File: src/rtl/ee_defines.svh
// Purpose: Shared constants of the serial memory slave
// Assumes: Included by bare name from the core and pin sync design files
// Notes: Timing figures are kept in their own unit, counts are derived
`ifndef EE_DEFINES_SVH
`define EE_DEFINES_SVH

// ----------------------------------------------------------------
// Clock and timing
// ----------------------------------------------------------------
`define EE_SYS_CLK_MHZ 40
`define EE_WR_CYCLE_US 5000

// ----------------------------------------------------------------
// Byte and address layout
// ----------------------------------------------------------------
`define EE_BYTE_MSB 7
`define EE_LAST_BIT 3'h7
`define EE_FIRST_BIT 3'h0
`define EE_TYPE_MSB 7
`define EE_TYPE_LSB 4
`define EE_RW_POS 0
`define EE_ADDR_W 8
`define EE_MEM_WORDS 256
`define EE_PAGE_MSB 1
`define EE_PAGE_LSB_HI 2
`define EE_PAGE_STEP 2'h1
`define EE_FIFO_DEPTH 32

`endif

File: src/rtl/ee_pkg.sv
// Purpose: Types shared by the serial memory slave
// Assumes: Nothing beyond the constants header
// Notes: Pure type definitions
package ee_pkg;

  // ----------------------------------------------------------------
  // Synchronised bus events
  // ----------------------------------------------------------------
  typedef struct packed {
    logic scl_rise;
    logic scl_fall;
    logic start;
    logic stop;
    logic sda;
  } ee_bus_ev_t;

  // ----------------------------------------------------------------
  // Buffered write entry and protocol states
  // ----------------------------------------------------------------
  typedef struct packed {
    logic [7:0] addr;
    logic [7:0] data;
  } ee_wr_ent_t;

  typedef enum logic [2:0] {S_IDLE, S_RX, S_ACK, S_TX, S_MACK} ee_state_t;

  typedef enum logic [1:0] {K_DEV, K_WORD, K_DATA} ee_rx_kind_t;

endpackage

File: src/rtl/ee_core.sv
// Purpose: Two-wire slave with 256 bytes of storage, page write and reads
// Assumes: Bus clock at most sys_clk_i/8; pins are open drain
// Notes: Writes are buffered and committed to the array after stop
`timescale 1ns/1ps
`include "ee_defines.svh"
module ee_core #(
  parameter int WR_CYCLES = `EE_WR_CYCLE_US * `EE_SYS_CLK_MHZ,
  // Device type code; value is arbitrary
  parameter logic [3:0] DEV_TYPE = 4'h5,
  parameter int FIFO_DEPTH = `EE_FIFO_DEPTH
) (
  input wire logic sys_clk_i,
  input wire logic rst_b_i,
  input wire logic scl_i,
  input wire logic sda_i,
  output logic sda_o,
  output logic sda_oe_b_o,
  output logic wr_busy_o
);

  // ----------------------------------------------------------------
  // Declarations
  // ----------------------------------------------------------------
  localparam int ENT_W = $bits(ee_pkg::ee_wr_ent_t);

  ee_pkg::ee_bus_ev_t ev;
  ee_pkg::ee_state_t state;
  ee_pkg::ee_state_t next_state;
  ee_pkg::ee_rx_kind_t kind;
  ee_pkg::ee_rx_kind_t next_kind;
  ee_pkg::ee_wr_ent_t ent_in;
  ee_pkg::ee_wr_ent_t ent_out;
  logic [2:0] bit_cnt;
  logic [2:0] next_bit_cnt;
  logic [7:0] shreg;
  logic [7:0] next_shreg;
  logic [7:0] addr_cnt;
  logic [7:0] next_addr_cnt;
  logic [7:0] rx_byte;
  logic rw;
  logic next_rw;
  logic sda_rel;
  logic next_sda_rel;
  logic macked;
  logic next_macked;
  logic wr_pend;
  logic next_wr_pend;
  logic busy;
  logic next_busy;
  logic [31:0] wr_cnt;
  logic [31:0] next_wr_cnt;
  logic push;
  logic flush;
  logic commit;
  logic tx_load;
  logic pop;
  logic fifo_in_ready;
  logic fifo_out_valid;
  logic [ENT_W-1:0] fifo_out_data;
  logic [7:0] mem [`EE_MEM_WORDS];

  // ----------------------------------------------------------------
  // Pin front end and write buffer
  // ----------------------------------------------------------------
  ee_pin_sync u_sync (
    .sys_clk_i(sys_clk_i),
    .rst_b_i(rst_b_i),
    .scl_i(scl_i),
    .sda_i(sda_i),
    .ev_o(ev)
  );

  // Draining is held off until the write cycle, so the buffer really fills
  ee_fifo #(.WIDTH(ENT_W), .DEPTH(FIFO_DEPTH)) u_fifo (
    .sys_clk_i(sys_clk_i),
    .rst_b_i(rst_b_i),
    .flush_i(flush),
    .in_valid_i(push),
    .in_ready_o(fifo_in_ready),
    .in_data_i(ent_in),
    .out_valid_o(fifo_out_valid),
    .out_ready_i(busy),
    .out_data_o(fifo_out_data)
  );

  assign ent_out = fifo_out_data;
  assign ent_in = '{addr: addr_cnt, data: rx_byte};
  assign sda_o = 1'b0;
  assign sda_oe_b_o = sda_rel;
  assign wr_busy_o = busy;

  // ----------------------------------------------------------------
  // Protocol engine
  // ----------------------------------------------------------------
  always_comb begin
    next_state = state;
    next_kind = kind;
    next_bit_cnt = bit_cnt;
    next_shreg = shreg;
    next_addr_cnt = addr_cnt;
    next_rw = rw;
    next_sda_rel = sda_rel;
    next_macked = macked;
    next_wr_pend = wr_pend;
    push = 1'b0;
    flush = 1'b0;
    commit = 1'b0;
    tx_load = 1'b0;
    rx_byte = {shreg[6:0], ev.sda};
    if (busy) begin
      // Deaf while programming, so a poll address simply goes unanswered
      next_state = ee_pkg::S_IDLE;
      next_sda_rel = 1'b1;
    end else if (ev.start) begin
      next_state = ee_pkg::S_RX;
      next_kind = ee_pkg::K_DEV;
      next_bit_cnt = `EE_FIRST_BIT;
      next_sda_rel = 1'b1;
      next_wr_pend = 1'b0;
      flush = 1'b1;
    end else if (ev.stop) begin
      next_state = ee_pkg::S_IDLE;
      next_sda_rel = 1'b1;
      next_wr_pend = 1'b0;
      commit = wr_pend;
    end else begin
      case (state)
        ee_pkg::S_RX: begin
          if (ev.scl_rise) begin
            next_shreg = rx_byte;
            next_bit_cnt = 3'(bit_cnt + 1'b1);
            if (bit_cnt == `EE_LAST_BIT) begin
              case (kind)
                ee_pkg::K_DEV: begin
                  // Spare address bits are not compared
                  if (rx_byte[`EE_TYPE_MSB:`EE_TYPE_LSB] == DEV_TYPE) begin
                    next_rw = rx_byte[`EE_RW_POS];
                    next_state = ee_pkg::S_ACK;
                  end else begin
                    next_state = ee_pkg::S_IDLE;
                  end
                end
                ee_pkg::K_WORD: begin
                  next_addr_cnt = rx_byte;
                  next_state = ee_pkg::S_ACK;
                end
                default: begin
                  // A full buffer refuses the byte by withholding acknowledge
                  if (fifo_in_ready) begin
                    push = 1'b1;
                    next_addr_cnt = {addr_cnt[`EE_BYTE_MSB:`EE_PAGE_LSB_HI],
                      2'(addr_cnt[`EE_PAGE_MSB:0] + `EE_PAGE_STEP)};
                    next_wr_pend = 1'b1;
                    next_state = ee_pkg::S_ACK;
                  end else begin
                    next_state = ee_pkg::S_IDLE;
                  end
                end
              endcase
            end
          end
        end
        ee_pkg::S_ACK: begin
          if (ev.scl_fall) begin
            if (sda_rel) begin
              next_sda_rel = 1'b0;
            end else if (rw) begin
              tx_load = 1'b1;
            end else begin
              next_sda_rel = 1'b1;
              next_state = ee_pkg::S_RX;
              next_bit_cnt = `EE_FIRST_BIT;
              next_kind = (kind == ee_pkg::K_DEV) ? ee_pkg::K_WORD : ee_pkg::K_DATA;
            end
          end
        end
        ee_pkg::S_TX: begin
          if (ev.scl_fall) begin
            if (bit_cnt == `EE_LAST_BIT) begin
              next_sda_rel = 1'b1;
              next_macked = 1'b0;
              next_state = ee_pkg::S_MACK;
            end else begin
              next_bit_cnt = 3'(bit_cnt + 1'b1);
              next_shreg = {shreg[6:0], 1'b0};
              next_sda_rel = shreg[6];
            end
          end
        end
        ee_pkg::S_MACK: begin
          if (ev.scl_rise) begin
            next_macked = ~ev.sda;
          end else if (ev.scl_fall) begin
            if (macked) begin
              tx_load = 1'b1;
            end else begin
              next_state = ee_pkg::S_IDLE;
            end
          end
        end
        default: begin
          next_state = ee_pkg::S_IDLE;
        end
      endcase
      if (tx_load) begin
        next_shreg = mem[addr_cnt];
        next_sda_rel = mem[addr_cnt][`EE_BYTE_MSB];
        next_addr_cnt = 8'(addr_cnt + 1'b1);
        next_bit_cnt = `EE_FIRST_BIT;
        next_state = ee_pkg::S_TX;
      end
    end
  end

  always_ff @(posedge sys_clk_i) begin
    if (!rst_b_i) begin
      state <= ee_pkg::S_IDLE;
      kind <= ee_pkg::K_DEV;
      bit_cnt <= `EE_FIRST_BIT;
      shreg <= 8'h00;
      addr_cnt <= 8'h00;
      rw <= 1'b0;
      sda_rel <= 1'b1;
      macked <= 1'b0;
      wr_pend <= 1'b0;
    end else begin
      state <= next_state;
      kind <= next_kind;
      bit_cnt <= next_bit_cnt;
      shreg <= next_shreg;
      addr_cnt <= next_addr_cnt;
      rw <= next_rw;
      sda_rel <= next_sda_rel;
      macked <= next_macked;
      wr_pend <= next_wr_pend;
    end
  end

  // ----------------------------------------------------------------
  // Self-timed write cycle; later entries overwrite earlier ones
  // ----------------------------------------------------------------
  assign pop = busy & fifo_out_valid;

  always_comb begin
    next_busy = busy;
    next_wr_cnt = wr_cnt;
    if (commit) begin
      next_busy = 1'b1;
      next_wr_cnt = 32'(WR_CYCLES - 1);
    end else if (busy) begin
      if (wr_cnt != 32'h0000_0000) begin
        next_wr_cnt = 32'(wr_cnt - 1'b1);
      end else if (!fifo_out_valid) begin
        next_busy = 1'b0;
      end
    end
  end

  always_ff @(posedge sys_clk_i) begin
    if (!rst_b_i) begin
      busy <= 1'b0;
      wr_cnt <= 32'h0000_0000;
    end else begin
      busy <= next_busy;
      wr_cnt <= next_wr_cnt;
    end
  end

  // Array content survives reset, as nonvolatile storage would
  always_ff @(posedge sys_clk_i) begin
    if (pop) begin
      mem[ent_out.addr] <= ent_out.data;
    end
  end
endmodule

File: src/rtl/ee_pin_sync.sv
// Purpose: Synchronise clock and data pins and find bus events
// Assumes: Pins are asynchronous to sys_clk_i
// Notes: Events are one-cycle pulses, two clocks after the pin moves
`timescale 1ns/1ps
`include "ee_defines.svh"
module ee_pin_sync (
  input wire logic sys_clk_i,
  input wire logic rst_b_i,
  input wire logic scl_i,
  input wire logic sda_i,
  output ee_pkg::ee_bus_ev_t ev_o
);

  // ----------------------------------------------------------------
  // Two-flop synchronisers, bit 1 is the clock and bit 0 the data
  // ----------------------------------------------------------------
  logic [1:0] pins;
  logic [1:0] meta;
  logic [1:0] sync;
  logic [1:0] prev;
  logic [1:0] next_meta;
  logic [1:0] next_sync;
  logic [1:0] next_prev;

  assign pins = {scl_i, sda_i};

  genvar gi;
  generate
    for (gi = 0; gi < 2; gi++) begin : g_sync
      always_comb begin
        next_meta[gi] = pins[gi];
        next_sync[gi] = meta[gi];
        next_prev[gi] = sync[gi];
      end
      // Idle bus level is high, so reset to high avoids a false start
      always_ff @(posedge sys_clk_i) begin
        if (!rst_b_i) begin
          meta[gi] <= 1'b1;
          sync[gi] <= 1'b1;
          prev[gi] <= 1'b1;
        end else begin
          meta[gi] <= next_meta[gi];
          sync[gi] <= next_sync[gi];
          prev[gi] <= next_prev[gi];
        end
      end
    end
  endgenerate

  // ----------------------------------------------------------------
  // Edge and condition decode, only from the second stage onward
  // ----------------------------------------------------------------
  always_comb begin
    ev_o.scl_rise = sync[1] & ~prev[1];
    ev_o.scl_fall = ~sync[1] & prev[1];
    ev_o.start = sync[1] & prev[1] & ~sync[0] & prev[0];
    ev_o.stop = sync[1] & prev[1] & sync[0] & ~prev[0];
    ev_o.sda = sync[0];
  end

endmodule

File: src/rtl/ee_fifo.sv
// Purpose: Write buffer between the bus front end and the array
// Assumes: DEPTH is a power of two
// Notes: Flush drops all entries in one cycle
`timescale 1ns/1ps
module ee_fifo #(
  parameter int WIDTH = 16,
  parameter int DEPTH = 32
) (
  input wire logic sys_clk_i,
  input wire logic rst_b_i,
  input wire logic flush_i,
  input wire logic in_valid_i,
  output logic in_ready_o,
  input wire logic [WIDTH-1:0] in_data_i,
  output logic out_valid_o,
  input wire logic out_ready_i,
  output logic [WIDTH-1:0] out_data_o
);

  localparam int AW = $clog2(DEPTH);

  logic [WIDTH-1:0] store [DEPTH];
  logic [AW-1:0] wr_ptr;
  logic [AW-1:0] rd_ptr;
  logic [AW:0] count;
  logic [AW-1:0] next_wr_ptr;
  logic [AW-1:0] next_rd_ptr;
  logic [AW:0] next_count;
  logic push;
  logic pop;

  // ----------------------------------------------------------------
  // Pointer and fill tracking
  // ----------------------------------------------------------------
  assign in_ready_o = (count != (AW+1)'(DEPTH));
  assign out_valid_o = (count != '0);
  assign out_data_o = store[rd_ptr];

  always_comb begin
    push = in_valid_i & in_ready_o;
    pop = out_valid_o & out_ready_i;
    next_wr_ptr = push ? AW'(wr_ptr + 1'b1) : wr_ptr;
    next_rd_ptr = pop ? AW'(rd_ptr + 1'b1) : rd_ptr;
    next_count = (AW+1)'(count + {{AW{1'b0}}, push} - {{AW{1'b0}}, pop});
    if (flush_i) begin
      next_wr_ptr = '0;
      next_rd_ptr = '0;
      next_count = '0;
    end
  end

  always_ff @(posedge sys_clk_i) begin
    if (!rst_b_i) begin
      wr_ptr <= '0;
      rd_ptr <= '0;
      count <= '0;
    end else begin
      wr_ptr <= next_wr_ptr;
      rd_ptr <= next_rd_ptr;
      count <= next_count;
    end
  end

  // Storage carries no reset, only entries below count are ever read
  always_ff @(posedge sys_clk_i) begin
    if (push) begin
      store[wr_ptr] <= in_data_i;
    end
  end

endmodule

File: config.mk
export PLATFORM = sky130hd
export DESIGN_NAME = ee_core
export DESIGN_NICKNAME = d
export VERILOG_FILES = /design/src/rtl/ee_pkg.sv /design/src/rtl/ee_core.sv /design/src/rtl/ee_pin_sync.sv /design/src/rtl/ee_fifo.sv
export VERILOG_INCLUDE_DIRS = /design/src /design/src/rtl
export SDC_FILE = /design/constraint.sdc
export NUM_CORES = 2
export LEC_CHECK = 0
export ABC_AREA = 1
export BUFFER_PORTS_ARGS = -buffer_cell sky130_fd_sc_hd__buf_4
export CAP_MARGIN = 20
export CORE_UTILIZATION = 60
export CTS_BUF_LIST = sky130_fd_sc_hd__clkbuf_2
export CTS_CLUSTER_SIZE = 24
export DETAILED_ROUTE_END_ITERATION = 8
export MAX_ROUTING_LAYER = met4
export PLACE_DENSITY = 0.76
export SLEW_MARGIN = 20
export SYNTH_ARGS = -nofsm -noshare
export SYNTH_HDL_FRONTEND = slang
export SYNTH_SLANG_ARGS = --single-unit
File: constraint.sdc
create_clock -name sys_clk_i -period 14.65 [get_ports sys_clk_i]
set_clock_uncertainty 0.15 [all_clocks]
set_input_delay 1.465 -clock sys_clk_i [delete_from_list [all_inputs] [get_ports sys_clk_i]]
set_output_delay 1.465 -clock sys_clk_i [all_outputs]
set_load 0.02 [all_outputs]
# Word level (Yosys, flattened, before mapping)
# Memory sizes are Yosys's and may differ from the RTL's. A register that Yosys moved wholly into a read port is not among the register bits.
# Cells that the tools add are included.
dict set report totals {
  output_inout_bits 3
  inputBits 4
  ram_bits 2560
  register_bits 82
  mem_count 2
  elab_cells 241
}
# name words width read_ports rd_ports_with_merged_regs wr line_no
set memory_table {}
lappend memory_table {mem 256 8 1 0 1 ee_core.sv:60} ;# logic [7:0] mem [`EE_MEM_WORDS];
lappend memory_table {u_fifo.store 32 16 1 1 1 ee_fifo.sv:22} ;# logic [WIDTH-1:0] store [DEPTH];
dict set report classes {
  mux 99
  n_reduce_logical 40
  eq_ne 51
  n_addsub 8
  n_bitwise 17
}
# operator count
set ops {}
lappend ops {{$mux 3} 19}
lappend ops {{$mux 18} 3}
lappend ops {{$ne 5x5->1 const B} 10}
lappend ops {{$mux 1} 48}
lappend ops {{$ne 3x3->1 const B} 11}
lappend ops {{$mux 8} 4}
lappend ops {{$reduce_bool 32->1} 1}
lappend ops {{$sub 32x1->32 const B} 1}
lappend ops {{$reduce_and 10->1} 3}
lappend ops {{$mux 7} 4}
lappend ops {{$ne 2x2->1 const B} 13}
lappend ops {{$ne 4x4->1 const B} 6}
lappend ops {{$reduce_and 8->1} 3}
lappend ops {{$mux 2} 11}
lappend ops {{$reduce_bool 3->1} 7}
lappend ops {{$reduce_bool 2->1} 9}
lappend ops {{$pmux 8 s2} 1}
lappend ops {{$pmux 7 s2} 1}
lappend ops {{$reduce_and 7->1} 2}
lappend ops {{$pmux 3 s4} 1}
lappend ops {{$reduce_and 6->1} 2}
lappend ops {{$add 5x1->5 const B} 2}
lappend ops {{$mux 5} 2}
lappend ops {{$and 1x1->1} 9}
lappend ops {{other kinds (26)} 42}

# Logic depth before layout (Yosys ltp)
dict set report logic_depth {
  depth_word 12
  depth_mapped 21
  depth_no_buf 17
}

# Hierarchy
# A second synthesis with hierarchy kept.
dict set report unflattened {
  cells_unflattened 9519
  hier_area_um2 109237.3
}
# mod cells_each area_per_inst_um2 seq_area_each_um2 instances
set by_module_without_submodules {}
lappend by_module_without_submodules {ee_core 7586 87044.7 62700.1 1}
lappend by_module_without_submodules {ee_fifo 1905 21986.1 15795.1 1}
lappend by_module_without_submodules {ee_pin_sync 28 206.4 120.1 1}

# Least setup slack after synthesis
# No wires, ideal clock.
dict set report synth_path {
  kind {register to register}
  startpoint {register with a tool-made name}
  endpoint {memory mem[0][1], data pin}
  setup_slack_ns 3.600
  arrival_ns 9.203
  t_required_ns 12.803
  period_less_slack_ns 11.050
  n_path_buf 6
  stages_incl_launch_ff 11
  path_cell_list {dfxtp_1 buf_4 buf_6 buf_2 buf_2 clkbuf_1 clkbuf_1 nor2_1 o221ai_1 nand3_1 a32oi_1}
}
# element line_no
set synth_rtl {}
lappend synth_rtl {{end: declaration} ee_core.sv:60}

==> impl_metrics.csv <==
group,metric,value,unit
run_status,outcome,"finished with violations",
run_status,violations_in_the_final_reports,"design-rule violations",
setup_path,critPathSlowestCell,"nor2_1",
synthesis,synthSimpleGateAreaFrac,13.7,%
route,drt_first_pass_iters,9,
final_layout,synthToLayoutAreaGrowth,6.93,%
cts,clock-root-buffer,"clkbuf_2",
setup_path,crit-reg2reg-capture,"mem[87][4]",
die,die_height,427,um
synthesis,synth_flop_cell,"edfxtp_1",
timing,finalWorstPathRequiredPeriod,6.52,ns
timing,final.setup.worst_slack,8.13,ns
synthesis,postSynthNetCount,9182,
setup_path,crit_chain,"inv_6 > buf_4 > buf_4 > o21ai_0 > o221ai_1 > nand3_1 > nand2_1 > inv_1 > o21ai_4 > inv_4 > nor2_8 > nand3_2 > nor2_1",
cts,cts.repair_timing.setup_buffer_count,0,
timing,max_slew.worst_pin.slew,1.29,ns
min_path,holdCritStartpoint,"u_sync.meta[0]",
synthesis,netlist_top_cells_area,"edfxtp_1 71%, nor2_1 7.2%, o21ai_0 5.6%, nand2_1 3.8%, nand3_1 1.9%",
place,pre_cts_ws,8.44,ns
global_routing,global_route_wire_length_before_repair,428,mm
timing,finalSetupTns,0,ns
synthesis,synth_top_area_share,71.0,%
synthesis,synth_area,108000,um2
flow_run,cap_viol_max_count,0,
route,drt_first_iter_violations,10400,
setup_path,worst_path_largest_cell_delay,0.97,ns
synthesis,muxShareOfSynthArea,0.129,%
global_routing,grt_remaining_overflow,0,
setup_path,crit_path_max_fanout,101,
final_layout,area.sequential,78600,um2
power_and_ir_drop,highest_ir_drop_seen_on_vdd,0.000106,V
timing,setup-violations-final,0,
synthesis,proportion_of_register_bits_with_asynchronous_set_or_reset_after_synthesis,0,%
die,fp.dieArea,182000,um2
synthesis,synth_compound_area_share,9.65,%
setup_path,cp_endpoint_kind,"flip-flop",
synthesis,yosys.area_share.adder,0.227,%
global_routing,pin_count_of_the_biggest_net_entering_global_routing,224,
synthesis,synth-seq-cells,2647,
timing,report.final.hold_viol_count,0,
die,die-width,427,um
route,drcViolationCount,2,
synthesis,combinational_family_with_the_most_area_after_synthesis,"simple AND/OR/NAND/NOR gates",
route,route.final.wire_length,286,mm
setup_path,worstSetupPathType,"flip-flop to flip-flop",
setup_path,r2r.worst_path.cells,13,
die,start_util,60.5,%
global_routing,grt.total_usage,32.3,%
timing,grt_setup_unrepaired,"false",
place,port_buffers,5,
die,ios,7,
min_path,min_delay_path_depth,1,
setup_path,most_prevalent_standard_cell_on_the_critical_path,"buf_4",
synthesis,synthesis.yosys.warnings,0,
setup_path,worst_r2r_setup_slack,8.13,ns
route,ant_nets,0,
route,routed-via-count,74900,
synthesis,synth.lib_cells_used.distinct,55,
cts,clock_tree.buffer_depth,4,
setup_path,critical_path.n_buffers_inverters,5,
timing,max_freq,153,MHz
setup_path,cp.arrival,7.81,ns
synthesis,yosysSeqAreaShare,72.6,%
min_path,min_path_type,"flip-flop to flip-flop",
synthesis,synthXorXnorAreaFrac,0.0890,%
power_and_ir_drop,static_power_due_to_leakage,40.8,nW
place,detailedPlacementHpwl,157,mm
final_layout,post_route_cells_drive_above_1_share,12.4,%
cts,clock_sinks,2647,
cts,tritoncts_clock_tree,"built",
route,routed_wire_length_per_instance,23.5,um
power_and_ir_drop,power_per_cell_area,113,nW/um2
cts,cts.reportedPaths.clkPinSlew,0.10,ns
route,drt-vias-per-instance,6.14,
cts,cts_repair_resize_count,0,
timing,max-slew-margin-rel,13.7,%
cts,cts-hold-fix-buffers,5,
setup_path,crit_required,15.93,ns
timing,slew_violations,0,
synthesis,synth_cells,9159,
die,num_rows,155,
die,placeableCoreArea,179000,um2
setup_path,start_kind,"flip-flop",
final_layout,finish.net_count,9404,
place,gpl.final_weighted_congestion,0.930,
global_routing,number_of_antenna_violations_at_the_first_check_in_global_routing,10,
synthesis,post_synth.cell_area_avg,11.8,um2
setup_path,crit_family,"simple AND/OR/NAND/NOR gates",
timing,final.period_utilization,44.5,%
final_layout,multi_input_comb_area,26000,um2
synthesis,number_of_synthesized_flops_with_an_enable_pin,2560,
cts,cts_buffers,648,
global_routing,via_count_of_the_first_global_routing_pass,72900,
cts,clock_latency,1.95,ns
min_path,timing.hold.worst_endpoint,"u_sync.ev_o[0]",
synthesis,synth_top_area_cell,"edfxtp_1",
cts,ctsHtreeMaxLevel,6,
final_layout,fillers,13200,
-- registers in the layout, summed over array words and instances (netlist names), named ones only --
signal            count
u_fifo.wr_ptr         5
u_sync.next_prev      1
mem                2048
wr_busy_o             1
addr_cnt              8
u_fifo.store        512
u_sync.prev           2
macked                1
kind                  2
sda_oe_b_o            1
bit_cnt               3
u_fifo.rd_ptr         5
shreg                 7
u_sync.meta           2
state                 3
u_sync.ev_o           1
u_fifo.count          6
wr_cnt               32
rw                    1
wr_pend               1
-- how the worst max path moves through the flow --
stage	startpoint	end	cells past startpoint
2_1_floorplan	flip-flop	mem[0][1]	10
3_3_place_gp	flip-flop	mem[87][4]	13
3_5_place_dp	flip-flop	mem[87][7]	13
4_1_cts	flip-flop	mem[87][2]	13
5_1_grt	flip-flop	mem[87][2]	13
6_report	flip-flop	mem[87][4]	13
-- where the power goes --
group	switching (mW)	total (mW)	internal, mW	leakage (nW)
Sequential	0.0163	8.27	8.25	24.0
Combinational	0.149	0.189	0.0398	12.5
Clock	2.88	4.68	1.80	4.29
Total	3.04	13.1	10.1	40.8
-- synth_stat cells (all sizes together) (19+ instances only) --
| master | instances |
|---|---|
| a21oi | 158 |
| a22oi | 24 |
| a31oi | 19 |
| buf | 240 |
| clkbuf | 336 |
| dfxtp | 87 |
| edfxtp | 2560 |
| inv | 340 |
| nand2 | 1100 |
| nand3 | 434 |
| nor2 | 2099 |
| nor3 | 21 |
| o211ai | 190 |
| o21ai | 1247 |
| o221ai | 96 |
| o22ai | 88 |
-- kinds of logic (layout without fill, tap and decap cells) --
logic type / Yosys count / after routing
adders and majority gates: 19 / 19
buffers and inverters: 922 / 1600
AOI/OAI and AO/OA: 1853 / 1853
xor gates and xnor gates: 11 / 11
DFF: 2647 / 2647
and+or+nand+nor: 3692 / 3692
other: 1 / 11
muxes: 14 / 14
-- layout make-up --
class	instances	area share, %
inverter	346	1.15
antenna	10	0.0216
tap	2355	2.55
multi-input combinational	5590	22.5
clock inverter	183	0.767
sequential	2647	67.9
clock buffer	923	3.99
timing repair buffer	148	1.13
-- per-stage QoR --
stage	util (%)	hold WS (ns)	power [mW]	cell area, um2	cells
2_1_floorplan	-	0.243	8.54	108000	9159
3_3_place_gp	61.6	0.249	8.62	110000	11100
3_5_place_dp	61.6	0.250	8.62	110000	11100
4_1_cts	64.7	0.0690	13.2	116000	12200
5_1_grt	64.7	0.195	13.6	116000	12200
6_report	64.7	0.276	13.1	116000	12200
-- layout by cell type, fill, tap and decap left out, types with 13 or more instances in the layout --
cell	synthesis	layout
edfxtp_1	2560	2560
nor2_1	2073	2071
o21ai_0	1207	1206
nand2_1	1087	1087
clkbuf_2	1	923
nand3_1	419	419
inv_1	327	326
o211ai_1	190	190
a21oi_1	158	158
clkinv_1	6	148
buf_4	14	128
o221ai_1	96	96
o22ai_1	88	88
dfxtp_1	87	78
o21ai_1	33	34
inv_2	9	24
a22oi_1	24	24
a31oi_1	19	19
nor3_1	21	18
ha_1	18	18
clkinv_2	0	15
nor2_2	13	14
mux2i_1	14	14
buf_12	0	14
a211oi_1	13	13
-- layer usage --
metal  track usage, %  share of wire (%)  vias up  routed length (um)
li1                 -                  -    33300                   -
met1             41.0                 36    35600              104000
met2             48.7                 46     5098              133000
met3             7.52                 12      867               34900
met4             17.1                5.2        0               14800
met5                -                  0        -                   0
Note: power is estimated with default switching activity, not from simulation.
